`src/pkg/wtc_defines.svh`:
```
`ifndef WTC_DEFINES_SVH
`define WTC_DEFINES_SVH

// byte offsets of the low byte of each configuration register
`define WTC_OFF_UV 12'h600
`define WTC_OFF_OV 12'h602
`define WTC_OFF_TREC 12'h604
`define WTC_OFF_TTRIP 12'h606
`define WTC_OFF_MINPER 12'h608
`define WTC_OFF_PINGPER 12'h60C
`define WTC_OFF_APDCNT 12'h610
`define WTC_OFF_ILIM 12'h614
`define WTC_OFF_RXTHR 12'h61A
`define WTC_OFF_SPACING 12'h624
`define WTC_OFF_OCDIS 12'h83A
// block-local status registers
`define WTC_OFF_INT_STAT 12'h640
`define WTC_OFF_INT_MASK 12'h641
`define WTC_OFF_TX_CODE 12'h642
`define WTC_OFF_FLAGS 12'h643

// reset values
`define WTC_RST_UV 16'h109A
`define WTC_RST_OV 16'h3E80
`define WTC_RST_TREC 16'h0600
`define WTC_RST_TTRIP 16'h0440
`define WTC_RST_MINPER 16'h0222
`define WTC_RST_PINGPER 16'h019B
`define WTC_RST_APDCNT 16'h000A
`define WTC_RST_ILIM 16'h0929
`define WTC_RST_RXTHR 16'h0030
`define WTC_RST_SPACING 16'h012C
`define WTC_RST_OCDIS 16'h0000

// register table size and the index that means no hit
`define WTC_NREG 11
`define WTC_IDX_NONE 4'hF

// interrupt status bit positions
`define WTC_EV_UV 0
`define WTC_EV_OV 1
`define WTC_EV_THERM 2
`define WTC_EV_OC 3
`define WTC_EV_RXDET 4
`define WTC_EV_DPING 5
`define WTC_NEV 6

// transmitter status codes
`define WTC_CODE_OK 8'h00
`define WTC_CODE_OT 8'h06
`define WTC_CODE_OC 8'h07
`define WTC_CODE_WIN 8'h0C
`define WTC_CODE_LOCKOUT 8'h0D

// timing
`define WTC_CLK_NS 10
`define WTC_MS_NS 1000000

`endif

```
`src/pkg/wtc_pkg.sv`:
```
`include "wtc_defines.svh"

package wtc_pkg;

  // ping sequencer states, one-hot
  typedef enum logic [2:0] {
    WTC_WAIT = 3'h1,
    WTC_RESP = 3'h2,
    WTC_DPING = 3'h4
  } wtc_ping_t;

  // whole state of the register bank
  typedef struct packed {
    logic [`WTC_NREG-1:0][15:0] cfg;
    logic [`WTC_NEV-1:0] ists;
    logic [`WTC_NEV-1:0] imask;
    logic irq;
    logic [7:0] rdata;
    logic uv;
    logic ov;
    logic therm;
    logic oc;
    logic [7:0] code;
    wtc_ping_t ps;
    logic [15:0] ms_cnt;
    logic [7:0] ap_cnt;
    logic aping;
    logic dping;
    logic rx_present;
    logic [15:0] op_period;
  } wtc_state_t;

  // state of the tick divider
  typedef struct packed {
    logic [31:0] cnt;
    logic tick;
  } wtc_div_t;

endpackage

```
`src/wtc_tick_div.sv`:
```
`timescale 1ns/1ps

// free-running divider: one-cycle tick every DIV clocks
module wtc_tick_div
  import wtc_pkg::*;
#(
  parameter int unsigned DIV = 100000
) (
  input wire logic mclk,
  input wire logic rst_b,
  output logic tick
);

  wtc_div_t div_ff; // count and tick
  wtc_div_t nxt_div; // next value

  // count up, wrap and pulse at the end of each period
  always_comb begin
    nxt_div = div_ff;
    nxt_div.tick = 1'b0;
    if (div_ff.cnt >= DIV - 1) begin
      nxt_div.cnt = 32'h0;
      nxt_div.tick = 1'b1;
    end else begin
      nxt_div.cnt = div_ff.cnt + 32'h1;
    end
  end

  // synchronous active-low reset
  always_ff @(posedge mclk) begin
    if (!rst_b) begin
      div_ff <= '0;
    end else begin
      div_ff <= nxt_div;
    end
  end

  assign tick = div_ff.tick;

endmodule

```
`src/wtc_cfg_regs.sv`:
```
`timescale 1ns/1ps
`include "wtc_defines.svh"

// What this block does
// - hold under-voltage threshold, detect low supply
// - hold over-voltage threshold, detect high supply
// - thermal trip when thermistor count below trip
// - thermal recover only above recovery threshold
// - over-current trip above milliamp limit
// - guard disable: zero protects, one disables
// - digital ping uses stored period count
// - set number of analog pings per digital
// - analog response compared to detect threshold
// - analog pings spaced by millisecond interval
// - operating period clamped to minimum-frequency limit
// - window fault code 12, lockout code 13
// - thermal code 6, over-current code 7
module wtc_cfg_regs
  import wtc_pkg::*;
#(
  parameter int unsigned MS_CYCLES = `WTC_MS_NS / `WTC_CLK_NS
) (
  input wire logic mclk,
  input wire logic rst_b,
  input wire logic [11:0] reg_addr,
  input wire logic [7:0] reg_wdata,
  input wire logic reg_wr,
  input wire logic reg_rd,
  output logic [7:0] reg_rdata,
  input wire logic meas_valid,
  input wire logic [15:0] vin_mv,
  input wire logic [15:0] ntc_adc,
  input wire logic [15:0] iin_ma,
  input wire logic aping_resp_valid,
  input wire logic [7:0] aping_resp_level,
  input wire logic [15:0] req_period,
  output logic aping_start,
  output logic dping_start,
  output logic [15:0] dping_period,
  output logic [15:0] op_period,
  output logic [7:0] tx_status_code,
  output logic power_inhibit,
  output logic rx_present,
  output logic irq
);

  // register map, byte addressed, 16-bit values split over two bytes:
  //   0x600/0x601 under-voltage threshold, default 0x109A
  //   0x602/0x603 over-voltage threshold, default 0x3E80
  //   0x604/0x605 thermal recovery threshold, default 0x0600
  //   0x606/0x607 thermal trip threshold, default 0x0440
  //   0x608/0x609 minimum-frequency period limit, default 0x0222
  //   0x60C/0x60D digital ping period, default 0x019B
  //   0x610 analog pings per digital ping, byte wide, default 0x0A
  //   0x614/0x615 input current limit in mA, default 0x0929
  //   0x61A receiver detect threshold, byte wide, default 0x30
  //   0x624/0x625 analog ping spacing in ms, default 0x012C
  //   0x83A current guard disable, byte wide, default 0x00
  // the two bytes of a wide value are not latched together, so software
  // that changes both halves sees a mixed value from the first byte write until the second
  // register index map, shared by read and write decode
  function automatic logic [3:0] wtc_find(input logic [11:0] a);
    logic [3:0] r;
    r = `WTC_IDX_NONE;
    case ({a[11:1], 1'b0})
      `WTC_OFF_UV: r = 4'h0;
      `WTC_OFF_OV: r = 4'h1;
      `WTC_OFF_TREC: r = 4'h2;
      `WTC_OFF_TTRIP: r = 4'h3;
      `WTC_OFF_MINPER: r = 4'h4;
      `WTC_OFF_PINGPER: r = 4'h5;
      `WTC_OFF_APDCNT: r = 4'h6;
      `WTC_OFF_ILIM: r = 4'h7;
      `WTC_OFF_RXTHR: r = 4'h8;
      `WTC_OFF_SPACING: r = 4'h9;
      `WTC_OFF_OCDIS: r = 4'hA;
      default: r = `WTC_IDX_NONE;
    endcase
    // byte-wide registers have no odd byte
    if (a[0] && (r == 4'h6 || r == 4'h8 || r == 4'hA)) begin
      r = `WTC_IDX_NONE;
    end
    return r;
  endfunction

  // default value per index
  function automatic logic [15:0] wtc_rst_val(input int i);
    logic [15:0] v;
    v = 16'h0000;
    case (i)
      0: v = `WTC_RST_UV;
      1: v = `WTC_RST_OV;
      2: v = `WTC_RST_TREC;
      3: v = `WTC_RST_TTRIP;
      4: v = `WTC_RST_MINPER;
      5: v = `WTC_RST_PINGPER;
      6: v = `WTC_RST_APDCNT;
      7: v = `WTC_RST_ILIM;
      8: v = `WTC_RST_RXTHR;
      9: v = `WTC_RST_SPACING;
      10: v = `WTC_RST_OCDIS;
      default: v = 16'h0000;
    endcase
    return v;
  endfunction

  // complete reset image of the state
  function automatic wtc_state_t wtc_rst_state();
    wtc_state_t s;
    s = '0;
    for (int i = 0; i < `WTC_NREG; i++) begin
      s.cfg[i] = wtc_rst_val(i);
    end
    s.ps = WTC_WAIT;
    s.code = `WTC_CODE_OK;
    s.op_period = `WTC_RST_MINPER;
    return s;
  endfunction

  // all state but the ms divider's lives in one packed struct: the comb block below fills
  // nxt_st field by field and the single flop stage registers it whole
  wtc_state_t st_ff; // registered state
  wtc_state_t nxt_st; // next state
  logic tick_ms; // one-cycle millisecond enable
  logic [3:0] idx; // decoded register index
  logic [`WTC_NEV-1:0] ev; // events this cycle
  logic [`WTC_NEV-1:0] w1c; // bits software clears
  logic oc_en; // guard active
  logic ap_hit; // analog response at or above threshold
  logic ap_done; // analog ping window closed
  logic [15:0] spacing; // spacing, never below one ms

  // millisecond time base for ping spacing
  wtc_tick_div #(
    .DIV(MS_CYCLES)
  ) u_ms (
    .mclk(mclk),
    .rst_b(rst_b),
    .tick(tick_ms)
  );

  // register index of a read or write into the table
  assign idx = wtc_find(reg_addr);

  // any nonzero guard disable value turns the guard off
  assign oc_en = (st_ff.cfg[10][7:0] == 8'h00);

  // a zero spacing would stall, so treat it as one ms
  assign spacing = (st_ff.cfg[9] == 16'h0000) ? 16'h0001 : st_ff.cfg[9];

  // presence decision on each analog response
  assign ap_hit = aping_resp_level >= st_ff.cfg[8][7:0];

  // response or a full ms without one ends the window
  assign ap_done = aping_resp_valid || tick_ms;

  // interrupt status layout, shared by the mask register:
  //   bit 0 under-voltage, bit 1 over-voltage, bit 2 thermal trip,
  //   bit 3 over-current, bit 4 receiver newly detected,
  //   bit 5 digital ping launched
  // each bit is set on the rising edge of its event and cleared by
  // writing a one; an event in the clearing cycle keeps the bit set, so
  // software never loses an edge that races its own clear
  // software clear mask for the sticky bits
  assign w1c = (reg_wr && reg_addr == `WTC_OFF_INT_STAT) ?
               reg_wdata[`WTC_NEV-1:0] : '0;

  // all next-state logic
  always_comb begin
    nxt_st = st_ff;
    ev = '0;
    nxt_st.rdata = 8'h00;
    nxt_st.aping = 1'b0;
    nxt_st.dping = 1'b0;

    // writes: low byte at even, high byte at odd address
    if (reg_wr && idx != `WTC_IDX_NONE) begin
      if (reg_addr[0]) begin
        nxt_st.cfg[idx][15:8] = reg_wdata;
      end else begin
        nxt_st.cfg[idx][7:0] = reg_wdata;
      end
    end
    // mask register write
    if (reg_wr && reg_addr == `WTC_OFF_INT_MASK) begin
      nxt_st.imask = reg_wdata[`WTC_NEV-1:0];
    end

    // reads return data one cycle later, zero when unmapped
    if (reg_rd) begin
      if (idx != `WTC_IDX_NONE) begin
        nxt_st.rdata = reg_addr[0] ? st_ff.cfg[idx][15:8] :
                       st_ff.cfg[idx][7:0];
      end else begin
        case (reg_addr)
          `WTC_OFF_INT_STAT: nxt_st.rdata = {2'b00, st_ff.ists};
          `WTC_OFF_INT_MASK: nxt_st.rdata = {2'b00, st_ff.imask};
          `WTC_OFF_TX_CODE: nxt_st.rdata = st_ff.code;
          `WTC_OFF_FLAGS: begin
            nxt_st.rdata = {3'b000, st_ff.rx_present, st_ff.oc,
                            st_ff.therm, st_ff.ov, st_ff.uv};
          end
          default: nxt_st.rdata = 8'h00;
        endcase
      end
    end

    // fault flags follow the measurement strobe; between strobes they
    // hold, so register writes never flip a flag, except a guard disable write clearing over-current
    // compares are strict on purpose: a value sitting exactly on a threshold
    // is treated as good, except that a thermal trip holds at the recovery threshold; this keeps a quiet input from chattering
    // the thermal flag has hysteresis: once set it stays until the
    // thermistor count climbs above the recovery threshold
    // protection runs on each new measurement, with current thresholds
    if (meas_valid) begin
      nxt_st.uv = vin_mv < st_ff.cfg[0];
      nxt_st.ov = vin_mv > st_ff.cfg[1];
      // hysteresis: trip low, release only above recovery
      if (!st_ff.therm) begin
        nxt_st.therm = ntc_adc < st_ff.cfg[3];
      end else begin
        nxt_st.therm = !(ntc_adc > st_ff.cfg[2]);
      end
      nxt_st.oc = oc_en && (iin_ma > st_ff.cfg[7]);
    end
    // disabling the guard drops a standing over-current at once
    if (!oc_en) begin
      nxt_st.oc = 1'b0;
    end

    // only new faults raise events, so a fault that stands across many
    // measurements interrupts once
    // rising edges of each fault are interrupt events
    ev[`WTC_EV_UV] = nxt_st.uv && !st_ff.uv;
    ev[`WTC_EV_OV] = nxt_st.ov && !st_ff.ov;
    ev[`WTC_EV_THERM] = nxt_st.therm && !st_ff.therm;
    ev[`WTC_EV_OC] = nxt_st.oc && !st_ff.oc;

    // one code at a time: the latched thermal fault outranks the rest, and
    // under-voltage outranks over-voltage should both ever stand together
    // status code, thermal first since it latches
    if (nxt_st.therm) begin
      nxt_st.code = `WTC_CODE_OT;
    end else if (nxt_st.oc) begin
      nxt_st.code = `WTC_CODE_OC;
    end else if (nxt_st.uv) begin
      nxt_st.code = `WTC_CODE_LOCKOUT;
    end else if (nxt_st.ov) begin
      nxt_st.code = `WTC_CODE_WIN;
    end else begin
      nxt_st.code = `WTC_CODE_OK;
    end

    // a longer period means a lower frequency, so the limit is a ceiling
    // on the period count; the request is used one cycle after it arrives
    // request clamped so frequency never falls below the minimum
    if (req_period > st_ff.cfg[4]) begin
      nxt_st.op_period = st_ff.cfg[4];
    end else begin
      nxt_st.op_period = req_period;
    end

    // ping sequencer: wait the programmed number of ms ticks, launch an
    // analog ping, then wait for the receiver's answer or one more tick;
    // after the programmed number of analog pings a digital ping follows
    // a count of zero acts as one, since a zero would never reach the end
    // any fault sends it back to waiting with its counts cleared, so a
    // recovered supply restarts a full spacing rather than a partial one
    // a response that arrives outside the answer window is dropped, since
    // only the answer state looks at the response strobe
    // ping sequencer, held idle while any fault stands
    if (st_ff.uv || st_ff.ov || st_ff.therm || st_ff.oc) begin
      nxt_st.ps = WTC_WAIT;
      nxt_st.ms_cnt = 16'h0000;
      nxt_st.ap_cnt = 8'h00;
    end else begin
      case (st_ff.ps)
        // count whole ms between analog pings
        WTC_WAIT: begin
          if (tick_ms) begin
            if (st_ff.ms_cnt + 16'h1 >= spacing) begin
              nxt_st.ms_cnt = 16'h0000;
              nxt_st.aping = 1'b1;
              nxt_st.ps = WTC_RESP;
            end else begin
              nxt_st.ms_cnt = st_ff.ms_cnt + 16'h1;
            end
          end
        end
        // wait for the analog response or give up after a ms
        WTC_RESP: begin
          if (ap_done) begin
            if (aping_resp_valid && ap_hit) begin
              nxt_st.rx_present = 1'b1;
              ev[`WTC_EV_RXDET] = !st_ff.rx_present;
            end else begin
              nxt_st.rx_present = 1'b0;
            end
            // enough analog pings: go for the digital one
            if (st_ff.ap_cnt + 8'h1 >= st_ff.cfg[6][7:0]) begin
              nxt_st.ap_cnt = 8'h00;
              nxt_st.ps = WTC_DPING;
            end else begin
              nxt_st.ap_cnt = st_ff.ap_cnt + 8'h1;
              nxt_st.ps = WTC_WAIT;
            end
          end
        end
        // one-cycle digital ping start at the stored period
        WTC_DPING: begin
          nxt_st.dping = 1'b1;
          ev[`WTC_EV_DPING] = 1'b1;
          nxt_st.ps = WTC_WAIT;
        end
        default: begin
          nxt_st.ps = WTC_WAIT;
        end
      endcase
    end

    // sticky status: a set in the clearing cycle wins
    nxt_st.ists = (st_ff.ists & ~w1c) | ev;
    nxt_st.irq = |(nxt_st.ists & nxt_st.imask);
  end

  // one register for all state outside the ms divider keeps reset and update in one place;
  // the reset image comes from a function so defaults live in one spot
  // single state register, synchronous active-low reset
  always_ff @(posedge mclk) begin
    if (!rst_b) begin
      st_ff <= wtc_rst_state();
    end else begin
      st_ff <= nxt_st;
    end
  end

  // every output below is a flop or a plain OR of flops, so nothing
  // combinational from the bus or the measurement inputs reaches the pins
  // outputs straight from the state flops
  assign reg_rdata = st_ff.rdata;
  assign aping_start = st_ff.aping;
  assign dping_start = st_ff.dping;
  assign dping_period = st_ff.cfg[5];
  assign op_period = st_ff.op_period;
  assign tx_status_code = st_ff.code;
  assign power_inhibit = st_ff.uv | st_ff.ov | st_ff.therm | st_ff.oc;
  assign rx_present = st_ff.rx_present;
  assign irq = st_ff.irq;

endmodule

```
`config.mk`:
```
export PLATFORM = sky130hd
export DESIGN_NAME = wtc_cfg_regs
export DESIGN_NICKNAME = d
export VERILOG_FILES = /design/src/pkg/wtc_pkg.sv /design/src/wtc_tick_div.sv /design/src/wtc_cfg_regs.sv
export VERILOG_INCLUDE_DIRS = /design/src /design/src/pkg
export SDC_FILE = /design/constraint.sdc
export NUM_CORES = 1
export LEC_CHECK = 0
export ABC_AREA = 1
export CAP_MARGIN = 20
export CORE_MARGIN = 5
export CORE_UTILIZATION = 42
export DETAILED_ROUTE_END_ITERATION = 10
export DONT_BUFFER_PORTS = 1
export PLACE_DENSITY = 0.66
export SETUP_SLACK_MARGIN = 0.02
export SLEW_MARGIN = 20
export SYNTH_ARGS = -nofsm -noshare
export SYNTH_HDL_FRONTEND = slang
export SYNTH_SLANG_ARGS = --single-unit
```
`constraint.sdc`:
```
create_clock -name mclk -period 3.9 [get_ports mclk]
set_input_delay 0.78 -clock mclk [delete_from_list [all_inputs] [get_ports mclk]]
set_output_delay 0.78 -clock mclk [all_outputs]
set_load 0.005 [all_outputs]
```
==> flow_summary.ini, run 1 <==
[sta]
post-route-period-util_pct = 87.3
worst-slew-pin-transition_ps = 1030
fin_skew_ps = 19.3
hold_viol = 0
rsz0062_at_grt = false
drv_slew = 0
max_freq_mhz = 294
setup_viol = 0
relSlewSlack_pct = 31.3
fin_crit_ps = 3400
setup_tns_ps = 0
timing.final.ws_setup_ps = 496

[synth]
ys_types = 57
syn_area_um2 = 16200
synth-async-reset-ratio_pct = 0
yosysWarnings = 0
yosysSeqAreaShare_pct = 34.2
netlist_instances = 2291
syn_avg_cell_area_um2 = 7.08
synth_top_cell_by_area = dfxtp_1
synth_top_area_share_pct = 34.2
synth-edff-count = 0
synthTopCellsByArea = dfxtp_1 34%, nand2_1 12%, ha_1 10%
ys.flop_type = dfxtp_1
synth-seq-cells = 277

[power_and_ir_drop]
clkPwrFrac_pct = 47.2
p_int_mw = 4.64
p_switching_mw = 1.41
leakagePower_nw = 7.41
pwr-share-seq_pct = 47.6
power.share.switching_pct = 23.3
combPwrFrac_pct = 5.2
ir_drop_uv = 348
power.density_nw_per_um2 = 349

[min_path]
min_path_type = in -> reg

[clock_tree]
root_buffer = clkbuf_16
clock-sinks = 277
post_cts_resized = 0
postCtsSetupBuffers = 0
clkTransAtPathRegs_ps = 60
cts_made_buffers = 31
ctsHtreeMaxLevel = 1
cts_tree = built
hold_buffers = 0
cts.path.max_buffers = 3
clk_latency_ps = 560

[detailed_routing]
vias_per_cell = 5.46
dr.pass1.iters = 6
post_drt_wl_per_cell_um = 19.2
vias = 15064
drc = 0
ant_nets = 0
drt_iter0_drc = 1318
routed_wl_um = 52900

[critical_path]
critPathLaunchType = flop
ff2ff_setup_slack_ps = 500
cp.required_ps = 4290
cpMaxStageDelayCell = dfxtp_1
crit_top_cell = nand3_1
crit_arrival_ps = 3790
cp-end-kind = flop
path_max_fanout = 5
worstPathCellList = ha_1 -> nand3_1 -> nor3b_1 -> nand3_1 -> nor3_1 -> nand3_1 -> nor2_1 -> xor2_1 -> ha_1 -> nand2_1 -> inv_1 -> nand3_1 -> inv_1 -> a21oi_1 -> nand3_1 -> a21oi_1 -> a2111oi_0
slowest_delay_ps = 400
path_class = reg -> reg

[layout]
fillerInstances = 3867
drive_gt1_share_pct = 6.25
design_area_um2 = 17300
final_cell_mix = 510 x nand2_1, 277 x dfxtp_1, 274 x inv_1
fin_nets = 2448
final_common_cell = nand2_1
utilization_pct = 45.0
syn2layout_area_growth_pct = 6.86
fin_cells = 2759
insertedDiodeCount = 0

[placed_design]
placed_cell_area_um2 = 16300
placedCellCount = 2706
pre_cts_ws_ps = 268
post-dp-hpwl_um = 39700
io_buffers = 0
place_congestion = 0.965

[floorplan]
rows = 72
start_util_pct = 42.2
die_y_um = 206
die_x_um = 206
io_pins = 151
die_area_um2 = 42600
design.core.area_um2 = 38500

[global_routing]
grt.total_usage_pct = 24.1
grt_max_degree = 145
grt_pass1_wl_um = 80000
grt_pass1_vias = 14013
antenna_found_initial = 0
grt.overflow.total = 0

[outcome]
outcome = complete, no violations

[run]
maxCapViolCount = 0
-- state kept, by name (all words and copies together), names as in the netlist, 4 cells and up --
name / cells
reg_rdata: 8
tx_status_code: 4
dping_period: 16
u_ms.div_ff: 32
op_period: 16
st_ff: 196
-- metal layers --
| metal | global-route usage (%) | vias up | part of all wire (%) |
|---|---|---|---|
| li1 | - | 7426 | - |
| met1 | 32.2 | 6956 | 43 |
| met2 | 38.2 | 570 | 44 |
| met3 | 5.38 | 112 | 8.6 |
| met4 | 8.72 | 0 | 4.4 |
| met5 | 0 | - | 0 |
-- power by group through the flow --
stage | clock, mW | sequential (mW) | combinational [mW]
3_5_place_dp | 0 | 2.94 | 0.306
4_1_cts | 2.90 | 2.88 | 0.308
3_3_place_gp | 0 | 2.94 | 0.297
5_1_grt | 3.01 | 2.88 | 0.354
6_report | 2.86 | 2.88 | 0.313
2_1_floorplan | 0 | 2.93 | 0.276
-- through the flow --
stage               power [mW]  hold WS (ps)
floorplan                 3.21           407
global placement          3.24           414
detailed placement        3.25           417
CTS                       6.08           325
global route              6.25           310
finish                    6.05           330
-- synth_stat cells (5+ instances only) --
library cell    n
nand3b_1        5
o211ai_1       41
inv_2          12
nor4_1         11
buf_2          20
o21bai_1        5
xor2_1         16
buf_4          62
ha_1          129
nand3_2         6
o21ai_0       151
clkbuf_1       61
o22ai_1         5
nand3_1       116
nand2_2         7
nand2_1       510
dfxtp_1       277
clkinv_1        5
xnor2_1         7
nor2_2         14
nand4_1        82
a22oi_1         7
a21oi_1       229
a211oi_1        5
inv_1         275
nor2_1        113
nor2_4         10
o21ai_1        25
or2_2           5
nor3_1         28
-- area by class of cell --
class | count | area [um2] | area share, %
Inverter | 292 | 1100 | 6.33
Multi-Input combinational cell | 1592 | 8830 | 50.9
Clock inverter | 9 | 108 | 0.621
Clock buffer | 44 | 875 | 5.05
Sequential cell | 277 | 5550 | 32.0
Timing Repair Buffer | 27 | 228 | 1.31
Tap cell | 518 | 648 | 3.74
-- critical path, delay by kind of cell (launching register included) --
kind            cells  cell delay, ps
fa+ha+maj           2             490
flops               1             400
buf+inv             2              90
compound gates      3             590
simple gates        9            1470
xor+xnor            1             210
-- worst paths after layout --
path | from | end | depth (start not counted)
worst max register to register | st_ff[27]$_SDFFE_PP0P_ | st_ff[45]$_SDFFE_PP0P_ | 17
worst min register to register | st_ff[186]$_SDFFE_PN0P_ | st_ff[186]$_SDFFE_PN0P_ | 2
worst max-delay path | st_ff[27]$_SDFFE_PP0P_ | st_ff[45]$_SDFFE_PP0P_ | 17
worst min-delay path | rst_b | st_ff[121]$_SDFFE_PN1P_ | 1
-- logic make-up (layout without fill, tap and decap cells) --
group	after synthesis	in the layout	synth area share, %
other	1	19	0.0231
and+or+nand+nor	926	926	26.0
adders and majority gates	129	129	9.95
xor gates and xnor gates	23	23	1.24
buffers and inverters	440	372	11.9
DFF	277	277	34.2
AOI/OAI and AO/OA	495	495	16.8
No activity file was read; power rests on OpenSTA's default activity.
==> inputs of run 2 (changes only) <==
--- a/constraint.sdc
+++ b/constraint.sdc
@@ -3,2 +3,2 @@
 set_output_delay 0.78 -clock mclk [all_outputs]
-set_load 0.005 [all_outputs]
+set_load 0.1 [all_outputs]
==> run 2 against run 1 <==
Against the previous run:
- critical path depth increased by 2
- sequential power increased by 3%
- first-iteration DRC count decreased by 0.15%
- worst setup slack got worse by 20 ps
- clock power increased by 15%
==> flow_summary.ini, run 2 (synthesized netlist as in run 1, its figures left out) <==
[critical_path]
critPathLaunchType = flop
path_class = reg -> reg
cp-end-kind = flop
path_max_fanout = 16
crit_arrival_ps = 3840
cp.required_ps = 4320

[detailed_routing]
vias = 15078
drc = 0
vias_per_cell = 5.44
drt_iter0_drc = 1316
dr.pass1.iters = 6
post_drt_wl_per_cell_um = 19.2
routed_wl_um = 53300
ant_nets = 0

[clock_tree]
clock-sinks = 277
clkTransAtPathRegs_ps = 60
ctsHtreeMaxLevel = 1
post_cts_resized = 0
root_buffer = clkbuf_16
hold_buffers = 0
cts_made_buffers = 31
clk_latency_ps = 580
cts_tree = built
postCtsSetupBuffers = 0
cts.path.max_buffers = 3

[global_routing]
grt.total_usage_pct = 24.2
antenna_found_initial = 0
grt_max_degree = 145
grt.overflow.total = 0
grt_pass1_wl_um = 80200
grt_pass1_vias = 13954

[floorplan]
io_pins = 151
die_y_um = 206
design.core.area_um2 = 38500
die_x_um = 206
rows = 72
start_util_pct = 42.2
die_area_um2 = 42600

[sta]
relSlewSlack_pct = 25.1
fin_skew_ps = 25.2
setup_viol = 0
hold_viol = 0
drv_slew = 0
timing.final.ws_setup_ps = 476
fin_crit_ps = 3420
hold_slack_ps = 318
post-route-period-util_pct = 87.8
setup_tns_ps = 0
max_freq_mhz = 292
rsz0062_at_grt = false
worst-slew-pin-transition_ps = 1120

[placed_design]
pre_cts_ws_ps = 266
place_congestion = 0.980
post-dp-hpwl_um = 40000
io_buffers = 0

[power_and_ir_drop]
pwr-share-seq_pct = 45.0
clkPwrFrac_pct = 49.8
p_int_mw = 5.02
power.density_nw_per_um2 = 376
power.share.switching_pct = 24.0
leakagePower_nw = 7.54
combPwrFrac_pct = 5.2
p_switching_mw = 1.59
ir_drop_uv = 313

[layout]
final_cell_mix = 510 x nand2_1, 277 x dfxtp_1, 274 x inv_1
final_common_cell = nand2_1
syn2layout_area_growth_pct = 8.26
largest-register = st_ff
biggestRegsByFlops = st_ff x196, u_ms.div_ff x32
fin_nets = 2454
utilization_pct = 45.6
largest_register_ffs = 196
insertedDiodeCount = 0
drive_gt1_share_pct = 6.93

[min_path]
min_path_type = in -> reg

[outcome]
outcome = complete, no violations

[run]
maxCapViolCount = 0
run 2: worst paths after layout:
path	start	endpoint	slack, ps	cells after the start
hold / removal	rst_b	st_ff[121]$_SDFFE_PN1P_	320	1
setup reg to reg	st_ff[27]$_SDFFE_PP0P_	st_ff[42]$_SDFFE_PP0P_	480	19
setup / recovery	st_ff[27]$_SDFFE_PP0P_	st_ff[42]$_SDFFE_PP0P_	480	19
hold reg to reg	st_ff[186]$_SDFFE_PN0P_	st_ff[186]$_SDFFE_PN0P_	430	2
run 2: critical path: stages, from the launching register on:
cell	delay [ps]
dfxtp_1	410
nand3_1	130
nor3_1	270
nand3_1	170
nor3_1	290
nand3_1	170
nor2_1	160
nand4_1	110
xnor2_1	160
ha_1	310
nand2_1	70
inv_1	50
nand3_1	70
nor3_1	210
nand2_1	80
nand3_1	150
nor2_1	60
buf_4	210
a22oi_1	160
nor2_1	50
run 2: area by class of cell:
cell class              instances  area [um2]
clock inverters                19         299
clock buffers                  39         846
repair buffers                 33         285
multi-input cells            1592        8830
flip-flops and latches        277        5550
well taps                     518         648
fillers                      3929       20900
inverters                     292        1100
run 2: metal layers:
metal	routed length (um)	up-vias	GRT usage (%)
met5	0	-	0
li1	-	7437	-
met1	22400	6950	32.3
met2	23600	583	37.7
met3	5100	108	6.20
met4	2250	0	8.91
run 2: power by group through the flow:
| stage | combinational (mW) | sequential (mW) | clock (mW) |
|---|---|---|---|
| global placement | 0.327 | 3.04 | 0 |
| CTS | 0.338 | 2.98 | 3.32 |
| floorplan | 0.403 | 2.93 | 0 |
| detailed placement | 0.337 | 3.04 | 0 |
| finish | 0.342 | 2.97 | 3.29 |
| global route | 0.385 | 2.98 | 3.45 |
run 2: metrics by stage:
step	power (mW)	instances	cell area, um2
2_1_floorplan	3.33	2309	16300
3_3_place_gp	3.36	2712	16400
3_5_place_dp	3.37	2712	16400
4_1_cts	6.64	2770	17500
5_1_grt	6.81	2770	17600
6_report	6.60	2770	17600
